### src/dtr_pkg.sv
package dtr_pkg;

  // Clock and tone-tick timing
  localparam int unsigned CLK_PERIOD_NS = 100;
  localparam int unsigned CLK_HZ = 1_000_000_000 / CLK_PERIOD_NS;
  localparam int unsigned TICK_HZ = 300_000;
  localparam int unsigned FRAC_GRAIN = 100_000;
  localparam logic [6:0] FRAC_STEP = 7'(TICK_HZ / FRAC_GRAIN);
  localparam logic [6:0] FRAC_MOD = 7'(CLK_HZ / FRAC_GRAIN);

  // Field widths and positions
  localparam int unsigned ADDR_W = 8;
  localparam int unsigned DATA_W = 32;
  localparam int unsigned M_W = 6;
  localparam int unsigned N_W = 13;
  localparam int unsigned D_W = 12;
  localparam int unsigned ACC_W = 14;
  localparam int unsigned RUN_BIT = 6;
  localparam int unsigned NUM_CH = 2;

  // Register byte offsets
  localparam logic [7:0] OFF_A_M = 8'h00;
  localparam logic [7:0] OFF_A_N = 8'h04;
  localparam logic [7:0] OFF_A_D = 8'h08;
  localparam logic [7:0] OFF_B_M = 8'h0C;
  localparam logic [7:0] OFF_B_N = 8'h10;
  localparam logic [7:0] OFF_B_D = 8'h14;
  localparam logic [7:0] OFF_STATUS = 8'h18;

  // Decoded register index; channel i owns indices 3i..3i+2
  localparam logic [2:0] IDX_STATUS = 3'h6;
  localparam logic [2:0] IDX_NONE = 3'h7;
  localparam int unsigned IDX_PER_CH = 3;

  // Status register bit positions
  localparam int unsigned ST_RUNNING = 0;
  localparam int unsigned ST_PULSE_A = 1;
  localparam int unsigned ST_PULSE_B = 2;
  localparam int unsigned ST_OUT = 3;
  localparam int unsigned ST_HELD = 4;

  // Reset values
  localparam logic [6:0] M_RST = 7'h00;
  localparam logic [12:0] N_RST = 13'h0000;
  localparam logic [11:0] D_RST = 12'h000;

  typedef struct packed {
    logic [6:0] mreg;
    logic [12:0] nreg;
    logic [11:0] dreg;
    logic [13:0] acc;
    logic run_q;
    logic pulse;
  } dtr_chan_t;

  typedef struct packed {
    dtr_chan_t [1:0] ch;
    logic [2:0] rsync;
    logic held;
    logic [6:0] frac;
    logic tick;
    logic running;
    logic [1:0] pdm_err;
    logic ringer;
    logic pready;
    logic pslverr;
    logic [31:0] prdata;
  } dtr_state_t;

  // Divisor recovered from the ones-complement encoding of N minus M
  function automatic logic [12:0] dtr_n_eff(input logic [12:0] nreg, input logic [5:0] m);
    dtr_n_eff = 13'(~nreg + {7'h00, m});
  endfunction

endpackage

### src/dtr_ringer.sv
module dtr_ringer (
  // Clock and reset
  input wire logic clk,
  input wire logic resetn,
  // APB slave
  input wire logic [dtr_pkg::ADDR_W-1:0] paddr,
  input wire logic psel,
  input wire logic penable,
  input wire logic pwrite,
  input wire logic [dtr_pkg::DATA_W-1:0] pwdata,
  output logic [dtr_pkg::DATA_W-1:0] prdata,
  output logic pready,
  output logic pslverr,
  // Chip reset pin, asynchronous
  input wire logic chip_reset_output_n,
  // Tone pin
  output logic ringer_out
);
  import dtr_pkg::*;

  dtr_state_t st_r;
  dtr_state_t st_nxt;
  logic rise_w;
  logic run_w;

  function automatic logic [2:0] reg_index(input logic [7:0] a);
    case (a)
      OFF_A_M: reg_index = 3'h0;
      OFF_A_N: reg_index = 3'h1;
      OFF_A_D: reg_index = 3'h2;
      OFF_B_M: reg_index = 3'h3;
      OFF_B_N: reg_index = 3'h4;
      OFF_B_D: reg_index = 3'h5;
      OFF_STATUS: reg_index = IDX_STATUS;
      default: reg_index = IDX_NONE;
    endcase
  endfunction

  always_comb
  begin
    logic [2:0] idx;
    logic [6:0] frac_sum;
    logic [13:0] step;
    logic [12:0] neff;
    logic [2:0] pdm_sum;
    logic [31:0] rdata;
    logic wr_go;
    idx = reg_index(paddr);
    frac_sum = 7'h00;
    step = 14'h0000;
    neff = 13'h0000;
    pdm_sum = 3'h0;
    rdata = 32'h0000_0000;
    wr_go = 1'b0;
    st_nxt = st_r;

    // Three-stage pin sync; the level is taken only once stages two and three agree
    st_nxt.rsync = {st_r.rsync[1:0], chip_reset_output_n};
    if (st_r.rsync[1] == st_r.rsync[2])
    begin
      st_nxt.held = ~st_r.rsync[2];
    end

    // Fractional divider: 3 ticks per 100 clocks keeps the tick rate exact on average
    frac_sum = 7'(st_r.frac + FRAC_STEP);
    st_nxt.tick = (frac_sum >= FRAC_MOD);
    st_nxt.frac = st_nxt.tick ? 7'(frac_sum - FRAC_MOD) : frac_sum;

    // Edge detect on the run bits, and the shared run condition
    rise_w = 1'b0;
    for (int i = 0; i < NUM_CH; i++)
    begin
      st_nxt.ch[i].run_q = st_r.ch[i].mreg[RUN_BIT];
      if (st_r.ch[i].mreg[RUN_BIT] && !st_r.ch[i].run_q)
      begin
        rise_w = 1'b1;
      end
    end
    run_w = st_r.ch[0].mreg[RUN_BIT] && st_r.ch[1].mreg[RUN_BIT] && !st_r.held;
    st_nxt.running = run_w;

    // Both counters share one restart so identical settings stay in phase
    for (int i = 0; i < NUM_CH; i++)
    begin
      neff = dtr_n_eff(st_r.ch[i].nreg, st_r.ch[i].mreg[M_W-1:0]);
      step = 14'(st_r.ch[i].acc + {8'h00, st_r.ch[i].mreg[M_W-1:0]});
      if (step >= {1'b0, neff})
      begin
        step = 14'(step - {1'b0, neff});
      end
      if (rise_w || st_r.held)
      begin
        st_nxt.ch[i].acc = 14'h0000;
      end
      else if (run_w && st_r.tick)
      begin
        st_nxt.ch[i].acc = step;
      end
      st_nxt.ch[i].pulse = run_w && (st_r.ch[i].acc < {2'b00, st_r.ch[i].dreg});
    end

    // First-order pulse-density sum of the two pulse trains
    pdm_sum = 3'({1'b0, st_r.pdm_err} + {2'b00, st_r.ch[0].pulse} + {2'b00, st_r.ch[1].pulse});
    if (!run_w)
    begin
      st_nxt.pdm_err = 2'h0;
      st_nxt.ringer = 1'b0;
    end
    else if (pdm_sum >= 3'h2)
    begin
      st_nxt.pdm_err = 2'(pdm_sum - 3'h2);
      st_nxt.ringer = 1'b1;
    end
    else
    begin
      st_nxt.pdm_err = pdm_sum[1:0];
      st_nxt.ringer = 1'b0;
    end

    // APB: one wait state, write commits at the edge where pready is seen high
    for (int i = 0; i < NUM_CH; i++)
    begin
      if (idx == 3'(IDX_PER_CH * i))
      begin
        rdata = {25'h000_0000, st_r.ch[i].mreg};
      end
      else if (idx == 3'(IDX_PER_CH * i + 1))
      begin
        rdata = {19'h0_0000, st_r.ch[i].nreg};
      end
      else if (idx == 3'(IDX_PER_CH * i + 2))
      begin
        rdata = {20'h0_0000, st_r.ch[i].dreg};
      end
    end
    if (idx == IDX_STATUS)
    begin
      rdata[ST_RUNNING] = st_r.running;
      rdata[ST_PULSE_A] = st_r.ch[0].pulse;
      rdata[ST_PULSE_B] = st_r.ch[1].pulse;
      rdata[ST_OUT] = st_r.ringer;
      rdata[ST_HELD] = st_r.held;
    end
    st_nxt.pready = psel && penable && !st_r.pready;
    st_nxt.pslverr = 1'b0;
    if (st_nxt.pready)
    begin
      st_nxt.pslverr = (idx == IDX_NONE);
      st_nxt.prdata = pwrite ? 32'h0000_0000 : rdata;
    end
    wr_go = psel && penable && pwrite && st_r.pready;
    for (int i = 0; i < NUM_CH; i++)
    begin
      if (wr_go && idx == 3'(IDX_PER_CH * i))
      begin
        st_nxt.ch[i].mreg = pwdata[6:0];
      end
      if (wr_go && idx == 3'(IDX_PER_CH * i + 1))
      begin
        st_nxt.ch[i].nreg = pwdata[N_W-1:0];
      end
      if (wr_go && idx == 3'(IDX_PER_CH * i + 2))
      begin
        st_nxt.ch[i].dreg = pwdata[D_W-1:0];
      end
    end
  end

  always_ff @(posedge clk or negedge resetn)
  begin
    if (!resetn)
    begin
      for (int i = 0; i < NUM_CH; i++)
      begin
        st_r.ch[i].mreg <= M_RST;
        st_r.ch[i].nreg <= N_RST;
        st_r.ch[i].dreg <= D_RST;
        st_r.ch[i].acc <= 14'h0000;
        st_r.ch[i].run_q <= 1'b0;
        st_r.ch[i].pulse <= 1'b0;
      end
      // Held off until the pin has been seen released
      st_r.rsync <= 3'h0;
      st_r.held <= 1'b1;
      st_r.frac <= 7'h00;
      st_r.tick <= 1'b0;
      st_r.running <= 1'b0;
      st_r.pdm_err <= 2'h0;
      st_r.ringer <= 1'b0;
      st_r.pready <= 1'b0;
      st_r.pslverr <= 1'b0;
      st_r.prdata <= 32'h0000_0000;
    end
    else
    begin
      st_r <= st_nxt;
    end
  end

  assign prdata = st_r.prdata;
  assign pready = st_r.pready;
  assign pslverr = st_r.pslverr;
  assign ringer_out = st_r.ringer;
endmodule // dtr_ringer

### config.mk
export PLATFORM = sky130hd
export DESIGN_NAME = dtr_ringer
export DESIGN_NICKNAME = d
export VERILOG_FILES = /design/src/dtr_pkg.sv /design/src/dtr_ringer.sv
export SDC_FILE = /design/constraint.sdc
export NUM_CORES = 1
export LEC_CHECK = 0
export BUFFER_PORTS_ARGS = -buffer_cell sky130_fd_sc_hd__buf_4
export CAP_MARGIN = 20
export CORE_ASPECT_RATIO = 1.25
export CORE_MARGIN = 5
export CORE_UTILIZATION = 45
export DETAILED_ROUTE_END_ITERATION = 6
export PLACE_DENSITY = 0.65
export SLEW_MARGIN = 10
export SYNTH_ARGS = -nofsm -noshare
export SYNTH_HDL_FRONTEND = slang
export SYNTH_SLANG_ARGS = --single-unit
### constraint.sdc
create_clock -name clk -period 4.2 [get_ports clk]
set_input_delay 0.63 -clock clk [delete_from_list [all_inputs] [get_ports clk]]
set_output_delay 0.63 -clock clk [all_outputs]
set_load 0.05 [all_outputs]
==> impl_metrics.tcl, run 1 <==
set metrics [dict create \
    clk_path_buf_depth 2 \
    net-switching-power_mw 0.788 \
    row_count 58 \
    power.density_nw_per_um2 279 \
    synth_cells 977 \
    critical_path_arrival_ps 4300 \
    postCtsHoldBufs 0 \
    diodes 0 \
    status "complete, no violations" \
    place_hpwl_um 17900 \
    synth_area_leaders "dfrtp_1 34%, ha_1 11%, mux2_2 4.9%" \
    instances_no_fill 1310 \
    area_growth_pct 13.7 \
    drive_gt1_share_pct 18.2 \
    dpl_worst_slack_ps -22.4 \
    dr.first_iter.drc_count 423 \
    switching_share_pct 27.0 \
    avgSynthCellArea_um2 9.41 \
    fmax_ghz 0.251 \
    worst_ep_required_time_ps 4510 \
    end_kind "flip-flop" \
    skew_ps 11.1 \
    grt_pass1_vias 7183 \
    fp.dieArea_um2 23400 \
    place_area_um2 9780 \
    cts_buffers 17 \
    cts_sinks 127 \
    yosys_warnings 0 \
    hold_path_class "in -> async" \
    seq_power_share_pct 42.8 \
    htree_levels 4 \
    die_w_um 138 \
    p_comb_share_pct 7.5 \
    overflow 0 \
    synthFlopType "dfrtp_1" \
    design_area_um2 10400 \
    relSlewSlack_pct 47.7 \
    grt_use_total_pct 20.5 \
    path_cells "ha_1, fa_1, a21o_1, a21oi_2, o21bai_1, a21oi_2, or2_2, nor2_1, xor2_1, ha_1, a211oi_2, o21bai_2, o31a_1, nor3b_2, buf_12, a21oi_1, a22o_1" \
    vias 7268 \
    crit_path_max_fanout 24 \
    period_minus_slack_ps 3990 \
    die_h_um 170 \
    p_clk_share_pct 49.7 \
    synth-seq-cells 127 \
    cpPeakStageDelay_ps 430 \
    antenna_found_initial 0 \
    wl_per_cell_um 17.8 \
    drc_errors 0 \
    slew_viol_final 0 \
    setup_viol_count_final 0 \
    start_util_pct 45.7 \
    postRouteAntennaNets 0 \
    gp_congestion 0.871 \
    maxCapViolations 0 \
    via_per_inst 5.55 \
    async_reset_ff_share_pct 100 \
    synthesis.area_um2 9190 \
    grt_pass1_wl_um 37300 \
    dpl.cell_count 1275 \
    worstMarginPinSlew_ps 784 \
    fillCellCount 1860 \
    clk_latency_ps 430 \
    yosysMostFrequentCell "dfrtp_1" \
    yosysTopAreaCell "dfrtp_1" \
    worst_slack_ps 214 \
    grt_start_max_net_pins 61 \
    multiInputGateArea_um2 5470 \
    ys_seq_area_share_pct 34.6 \
    yosysUniqueCellTypes 75 \
    fin_crit_sh_pct 94.9 \
    synth_edf_count 0 \
    path_class "reg -> reg" \
    drt-pass1-iter-count 5 \
    wl_um 23400 \
    cellLeakagePower_nw 5.04 \
    root_buffer "clkbuf_16" \
    start_kind "flip-flop" \
    hold_viol_final 0 \
    cts_tree "yes" \
    nets 1158 \
    port_buffers 42 \
    ir_drop_mv 0.256 \
    synthTopCellsByCount "126 x dfrtp_1, 90 x nand2_1, 79 x inv_1, 78 x ha_1, 64 x o21ai_0" \
    clkTransAtPathRegs_ps 60 \
    io_pins 81 \
    core_area_um2 20100 \
    regArea_um2 3180 \
    internal-power_mw 2.13 \
    synth_top_area_share_pct 34.3 \
    crit_slowest_cell "dfrtp_1" \
]
cells in the final DEF, fill, tap and decap left out, drive strengths merged, types with 6 or more instances in the layout:
| master | Yosys | final |
|---|---|---|
| o211ai | 7 | 7 |
| nor2 | 41 | 41 |
| o311ai | 12 | 12 |
| ha | 78 | 78 |
| inv | 79 | 87 |
| a22oi | 8 | 8 |
| nor3 | 10 | 10 |
| nand2 | 91 | 91 |
| conb | 1 | 19 |
| clkbuf | 18 | 17 |
| o31ai | 7 | 7 |
| dfrtp | 126 | 126 |
| xnor2 | 31 | 31 |
| mux2 | 50 | 50 |
| o21bai | 6 | 6 |
| xor2 | 32 | 32 |
| a21o | 20 | 20 |
| a21boi | 10 | 10 |
| o21ai | 66 | 66 |
| a21oi | 55 | 55 |
| nor3b | 7 | 7 |
| or2 | 6 | 6 |
| clkinv | 0 | 6 |
| nor4 | 7 | 7 |
| nor2b | 10 | 10 |
| mux2i | 12 | 12 |
| fa | 7 | 7 |
| buf | 45 | 76 |
| nand2b | 9 | 9 |
| nand3 | 33 | 33 |
| o21a | 11 | 11 |
power by group through the flow:
stage | clock, mW | combinational [mW] | sequential, mW
2_1_floorplan | 0 | 0.145 | 1.27
3_3_place_gp | 0 | 0.219 | 1.27
3_5_place_dp | 0 | 0.221 | 1.27
4_1_cts | 1.47 | 0.221 | 1.25
5_1_grt | 1.52 | 0.239 | 1.25
6_report | 1.45 | 0.220 | 1.25
worst max-delay path, delay by kind of cell (launching register included):
kind	cells	cell delay, ps
AOI/OAI and AO/OA	9	1710
and+or+nand+nor	3	480
xor gates and xnor gates	1	170
DFF	1	430
buffers and inverters	1	200
adders and majority gates	3	860
layer usage:
metal	vias to the layer above	share of wire, %	track usage [%]
met5	-	0	0
met4	0	3.8	8.98
met3	46	3.1	3.35
met2	149	51	36.0
met1	3497	42	24.5
li1	3576	-	-
final cells by class:
type	instances	area share, %
Timing Repair Buffer	76	5.62
Inverter	79	2.84
Tap cell	270	3.23
Clock buffer	17	4.07
Sequential cell	127	30.4
Clock inverter	15	1.41
Multi-Input combinational cell	726	52.4
sequential cells by signal, summed over array words and instances (netlist names):
| register | flops |
|---|---|
| ringer_out | 1 |
| st_nxt | 4 |
| pready | 1 |
| prdata | 13 |
| st_r | 107 |
| pslverr | 1 |
stage by stage:
| step | util, % | setup TNS [ps] | power [mW] | hold slack [ps] |
|---|---|---|---|---|
| after global placement | 48.6 | 0 | 1.49 | 332 |
| after floorplan | - | 0 | 1.41 | 331 |
| after CTS | 51.5 | 0 | 2.93 | 213 |
| after detailed placement | 48.6 | -22.4 | 1.49 | 345 |
| after global routing | 52.0 | -90.8 | 3.01 | 234 |
| final | 52.0 | 0 | 2.91 | 197 |
path summary, 6_finish.rpt:
kind	start	cells past startpoint	to	slack, ps
min in group clk	chip_reset_output_n	1	st_nxt[48]	300
worst max register to register	st_r[139]	17	st_r[112]	210
worst min-delay path	resetn	1	st_r[63]	200
max in group asynchronous	resetn	2	st_r[46]	3080
worst max-delay path	st_r[139]	17	st_r[112]	210
worst min register to register	st_nxt[48]	0	st_nxt[49]	360
cells by family after synthesis:
group	after synthesis	synth area share (%)
other	1	0.0408
DFF	127	34.6
adders and majority gates	85	12.1
buffers and inverters	142	7.56
and+or+nand+nor	240	13.3
AOI/OAI and AO/OA	257	18.6
muxes	62	7.84
xor gates and xnor gates	63	6.00
timing repair:
| item | CTS | global route |
|---|---|---|
| pin swaps | 0 | 4 |
| gates cloned | 0 | 0 |
| resized for setup | 2 | 23 |
| setup buffers | 0 | 3 |
| endpoints found under the setup margin | 1 | 27 |
Note: power is estimated with default switching activity, not from simulation.
==> run 2: changes to the inputs <==
--- a/config.mk
+++ b/config.mk
@@ -10,9 +10,11 @@
 export CORE_ASPECT_RATIO = 1.25
 export CORE_MARGIN = 5
 export CORE_UTILIZATION = 45
+export CTS_CLUSTER_SIZE = 12
 export DETAILED_ROUTE_END_ITERATION = 6
 export PLACE_DENSITY = 0.65
-export SLEW_MARGIN = 10
+export RECOVER_POWER = 50
+export SLEW_MARGIN = 20
 export SYNTH_ARGS = -nofsm -noshare
 export SYNTH_HDL_FRONTEND = slang
 export SYNTH_SLANG_ARGS = --single-unit
==> run 2 against run 1 <==
  * The run now ends with max-capacitance violations, max-slew violations left
  * Sequential cell count unchanged
  * Count of clock-buffer cells in the layout is the same
  * Sequential share of layout area hardly changed
  * Clock power barely moved
  * Core utilization barely moved
  * Register-to-register slack about the same
  * Combinational power hardly changed
  * Cell area hardly changed
  * Die area unchanged
  * Worst hold slack better by 130 ps
  * Critical endpoint unchanged
  * Largest cell class unchanged
==> impl_metrics.tcl, run 2 (same netlist as run 1, synthesis figures left out) <==
set metrics [dict create \
    power.density_nw_per_um2 279 \
    worst_ep_required_time_ps 4510 \
    port_buffers 42 \
    wl_per_cell_um 17.8 \
    via_per_inst 5.55 \
    area_growth_pct 13.6 \
    clk_path_buf_depth 2 \
    grt_pass1_wl_um 37300 \
    cpPeakStageDelay_ps 430 \
    critical_path_arrival_ps 4300 \
    top_register "st_r" \
    setup_viol_count_final 0 \
    nets 1158 \
    skew_ps 11.2 \
    seq_power_share_pct 42.8 \
    start_util_pct 45.7 \
    path_cells "ha_1, fa_1, a21o_1, a21oi_2, o21bai_1, a21oi_2, or2_2, nor2_1, xor2_1, ha_1, a211oi_2, o21bai_2, o31a_1, nor3b_2, buf_12, a21oi_1, a22o_1" \
    overflow 0 \
    cellLeakagePower_nw 5.03 \
    wl_um 23400 \
    relSlewSlack_pct -136 \
    slew_viol_final 61 \
    crit_slowest_cell "dfrtp_1" \
    final_cell_mix "126 x dfrtp_1, 90 x nand2_1, 79 x inv_1" \
    period_minus_slack_ps 3990 \
    row_count 58 \
    die_w_um 138 \
    largest_reg_flops 107 \
    clkTransAtPathRegs_ps 70 \
    rr_endpoint "st_r[112]" \
    r2r_setup_slack_ps 210 \
    diodes 0 \
    worstMarginPinSlew_ps 3540 \
    vias 7272 \
    dr.first_iter.drc_count 421 \
    final_common_cell "dfrtp_1" \
    drc_errors 0 \
    end_kind "flip-flop" \
    crit_path_max_fanout 24 \
    start_kind "flip-flop" \
    fin_crit_sh_pct 94.9 \
    die_h_um 170 \
    path_class "reg -> reg" \
    fillCellCount 1860 \
    cts_tree "yes" \
    antenna_found_initial 0 \
    io_pins 81 \
    p_clk_share_pct 49.7 \
    top_usage_layer "met2" \
    root_buffer "clkbuf_16" \
    hp-start "chip_reset_output_n" \
    rr_worst_depth 17 \
    p_comb_share_pct 7.5 \
    post-route-util_pct 51.9 \
    crit-reg2reg-launch "st_r[139]" \
    internal-power_mw 2.13 \
    grt_use_total_pct 20.5 \
    drt-pass1-iter-count 5 \
    hold_viol_final 0 \
    holdWs_ps 324 \
    cts_sinks 127 \
    hold_end "st_nxt[48]" \
    grt_pass1_vias 7183 \
    switching_share_pct 27.0 \
    grt_use_met2_pct 36.0 \
    hold_path_class "in -> reg" \
    place_hpwl_um 17900 \
    gp_congestion 0.871 \
    cts_buffers 17 \
    grt_start_max_net_pins 61 \
    violations "max-capacitance violations, max-slew violations" \
    htree_levels 4 \
    holdPathStages 1 \
    ir_drop_mv 0.256 \
    worst_slack_ps 214 \
    status "finished with violations" \
    setup-tns-final_ps 0 \
    maxCapViolations 1 \
    use_met1_pct 24.5 \
    core_area_um2 20100 \
    fp.dieArea_um2 23400 \
    clk_latency_ps 430 \
    postRouteAntennaNets 0 \
    fmax_ghz 0.251 \
    drive_gt1_share_pct 17.9 \
    dpl_worst_slack_ps -22.4 \
    net-switching-power_mw 0.788 \
    met3_usage_pct 3.35 \
]
run 2: worst max-delay path, delay by kind of cell (launching register included):
| family | cells | cell delay, ps |
|---|---|---|
| compound gates | 9 | 1710 |
| xor+xnor | 1 | 170 |
| fa+ha+maj | 3 | 860 |
| buf+inv | 1 | 200 |
| flops | 1 | 430 |
| simple gates | 3 | 480 |
run 2: power by group through the flow:
stage               registers (mW)  clock network, mW  logic [mW]
floorplan                     1.27                  0       0.145
global route                  1.25               1.52       0.238
CTS                           1.25               1.47       0.221
finish                        1.25               1.45       0.219
detailed placement            1.27                  0       0.221
global placement              1.27                  0       0.219
run 2: worst max-delay path by stage:
stage | from | end | slack, ps | cells past startpoint
2_1_floorplan | st_r[91] | st_r[58] | 80 | 20
3_3_place_gp | st_r[91] | st_r[58] | 30 | 19
3_5_place_dp | st_r[91] | st_r[58] | -20 | 19
4_1_cts | st_r[91] | st_r[58] | 40 | 19
5_1_grt | st_r[78] | st_r[58] | -40 | 19
6_report | st_r[139] | st_r[112] | 210 | 17
run 2: layout make-up:
type | instances | area, um^2 | area share, %
clock buffers | 17 | 425 | 4.08
multi-input cells | 726 | 5470 | 52.4
well taps | 270 | 338 | 3.24
clock inverters | 15 | 148 | 1.41
inverters | 79 | 297 | 2.84
flip-flops and latches | 127 | 3180 | 30.5
repair buffers | 76 | 579 | 5.55
run 2: metrics by stage:
stage                     instances  cell area [um^2]  total power [mW]
after CTS                      1307             10400              2.93
after floorplan                 995              9260              1.41
after global routing           1310             10400              3.01
after detailed placement       1275              9780              1.49
after global placement         1275              9780              1.49
final                          1310             10400              2.91
run 2: layer usage:
metal | routed length [um] | share of wire [%] | vias to the layer above
met3 | 740 | 3.2 | 46
met4 | 879 | 3.8 | 0
met1 | 9710 | 42 | 3502
met2 | 12000 | 51 | 144
li1 | - | - | 3580
met5 | 0 | 0 | -
run 2: repair_timing:
item,CTS,global route
pin swaps,0,4
hold buffers,0,0
resized for setup,2,23
buffers inserted,0,3
setup endpoints to repair,1,27
==> run 3: changes to the inputs <==
==> constraint.sdc (replaced) <==
create_clock -name clk -period 4.2 [get_ports clk]
set_input_delay 0.42 -clock clk [delete_from_list [all_inputs] [get_ports clk]]
set_output_delay 0.42 -clock clk [all_outputs]
set_load 0.05 [all_outputs]
==> run 3 against run 2 <==
  * The flow still finishes with violations (max-capacitance violations, max-slew violations)
  * Clock skew decreased by 3.2 ps
  * Cell area hardly changed
  * Sequential share of layout area hardly changed
  * Maximum frequency about the same
  * Setup slack got worse by 3.5 ps
  * Highest routed layer unchanged
  * Critical path type unchanged
  * Register-to-register slack about the same
  * Total power up 1.9%
  * Critical path depth is 1 higher
  * Routed wire length is 0.10% higher
  * Clock power increased by 3%
==> impl_metrics.tcl, run 3 (same netlist as run 1, synthesis figures left out) <==
set metrics [dict create \
    status "finished with violations" \
    violations "max-capacitance violations, max-slew violations" \
    grt_pass1_vias 7220 \
    cts_tree "yes" \
    core_area_um2 20100 \
    start_kind "flip-flop" \
    place_hpwl_um 17800 \
    net-switching-power_mw 0.782 \
    wl_met1_um 9600 \
    seq_power_share_pct 42.0 \
    met2_length_um 12400 \
    vias 7221 \
    cts_buffers 17 \
    top_register "st_r" \
    multiInputGateArea_um2 5470 \
    wl_per_cell_um 17.9 \
    grt_start_max_net_pins 104 \
    ir_drop_mv 0.258 \
    maxCapViolations 1 \
    fin_crit_sh_pct 95.0 \
    grt_use_total_pct 20.7 \
    clk_latency_ps 430 \
    crit-reg2reg-launch "st_r[139]" \
    slew_viol_final 104 \
    power.density_nw_per_um2 284 \
    place_area_um2 9760 \
    drt-pass1-iter-count 5 \
    skew_ps 8.02 \
    setup_viol_count_final 0 \
    wl_um 23400 \
    final_cell_mix "126 x dfrtp_1, 90 x nand2_1, 79 x inv_1" \
    via_per_inst 5.52 \
    final_common_cell "dfrtp_1" \
    top_layer "met4" \
    fillCellCount 1890 \
    clkTransAtPathRegs_ps 60 \
    worst_ep_required_time_ps 4510 \
    period_minus_slack_ps 3990 \
    rr_endpoint "st_r[106]" \
    gp_congestion 0.854 \
    io_pins 81 \
    relSlewSlack_pct -76.6 \
    nets 1155 \
    instances_no_fill 1307 \
    antenna_found_initial 0 \
    dpl.cell_count 1273 \
    largest_reg_flops 107 \
    regArea_um2 3180 \
    end_kind "flip-flop" \
    die_w_um 138 \
    fp.dieArea_um2 23400 \
    startpoint "st_r[139]" \
    start_util_pct 45.7 \
    die_h_um 170 \
    drive_gt1_share_pct 17.7 \
    design_area_um2 10400 \
    path_class "reg -> reg" \
    root_buffer "clkbuf_16" \
    worstMarginPinSlew_ps 2650 \
    cellLeakagePower_nw 5.02 \
    hold_viol_final 0 \
    switching_share_pct 26.4 \
    fmax_ghz 0.251 \
    path_cells "ha_1, fa_1, a21o_1, a21oi_2, o21bai_1, a21oi_2, or2_2, nor4_1, xor2_1, ha_1, buf_4, and4_1, o21a_1, o31a_1, nor3b_2, buf_12, a41o_1, a211o_1" \
    row_count 58 \
    p_clk_share_pct 50.7 \
    p_comb_share_pct 7.4 \
    critical_path_arrival_ps 4300 \
    postRouteAntennaNets 0 \
    grt_pass1_wl_um 37700 \
    rr_worst_depth 18 \
    hold_path_class "in -> reg" \
    crit_slowest_cell "dfrtp_1" \
    area_growth_pct 13.6 \
    drc_errors 0 \
    internal-power_mw 2.19 \
    cts_sinks 127 \
    met3WireLength_um 783 \
    dr.first_iter.drc_count 509 \
    htree_levels 4 \
    crit_path_max_fanout 24 \
    clk_path_buf_depth 2 \
    r2r_setup_slack_ps 210 \
    port_buffers 42 \
    diodes 0 \
    cpPeakStageDelay_ps 440 \
    crit_end "st_r[106]" \
    overflow 0 \
]
run 3: worst min-delay path by stage:
stage	from	endpoint	slack, ps	cells past startpoint
floorplan	resetn	prdata[0]	120	0
global placement	st_nxt[48]	st_nxt[49]	330	0
detailed placement	st_nxt[48]	st_nxt[49]	340	0
CTS	chip_reset_output_n	st_nxt[48]	80	1
global route	chip_reset_output_n	st_nxt[48]	100	1
finish	chip_reset_output_n	st_nxt[48]	110	1
run 3: final cells by class:
| class | count | share of cell area (%) |
|---|---|---|
| Timing Repair Buffer | 73 | 5.31 |
| Clock buffer | 17 | 4.07 |
| Sequential cell | 127 | 30.5 |
| Inverter | 79 | 2.84 |
| Clock inverter | 15 | 1.65 |
| Multi-Input combinational cell | 726 | 52.4 |
| Tap cell | 270 | 3.24 |
run 3: per-stage QoR:
stage / power (mW) / setup WS [ps] / util, % / hold WS, ps / TNS, ps
CTS: 2.99 / 18.5 / 51.5 / 78.9 / 0
global placement: 1.49 / 36.0 / 48.6 / 334 / 0
global route: 3.06 / -24.4 / 51.9 / 99.3 / -24.4
detailed placement: 1.49 / -14.3 / 48.6 / 338 / -14.3
floorplan: 1.41 / 80.5 / - / 124 / 0
finish: 2.97 / 210 / 51.9 / 115 / 0
run 3: timing repair:
item,in CTS,in global routing
setup endpoints to repair,1,27
gates resized for setup,1,21
hold buffers,0,0
setup buffers,0,2
gates cloned,0,0
pin swaps,0,4
run 3: power groups by stage:
stage	sequential [mW]	combinational, mW	clock [mW]
global placement	1.27	0.219	0
finish	1.25	0.219	1.50
floorplan	1.27	0.145	0
detailed placement	1.27	0.221	0
CTS	1.25	0.221	1.53
global route	1.25	0.237	1.58
run 3: critical path: cells and delay by family, from the launching register on:
family / cells / cell delay [ps]
AO/OA/AOI/OAI: 8 / 1480
XOR/XNOR: 1 / 160
adder cells (fa/ha/maj): 3 / 960
buffers and inverters: 2 / 300
flip-flops: 1 / 440
AND/OR/NAND/NOR: 4 / 520
run 3: metal layers:
| layer | GRT usage [%] | up-vias |
|---|---|---|
| li1 | - | 3553 |
| met1 | 25.0 | 3490 |
| met2 | 37.1 | 143 |
| met3 | 2.94 | 35 |
| met4 | 7.56 | 0 |
| met5 | 0 | - |
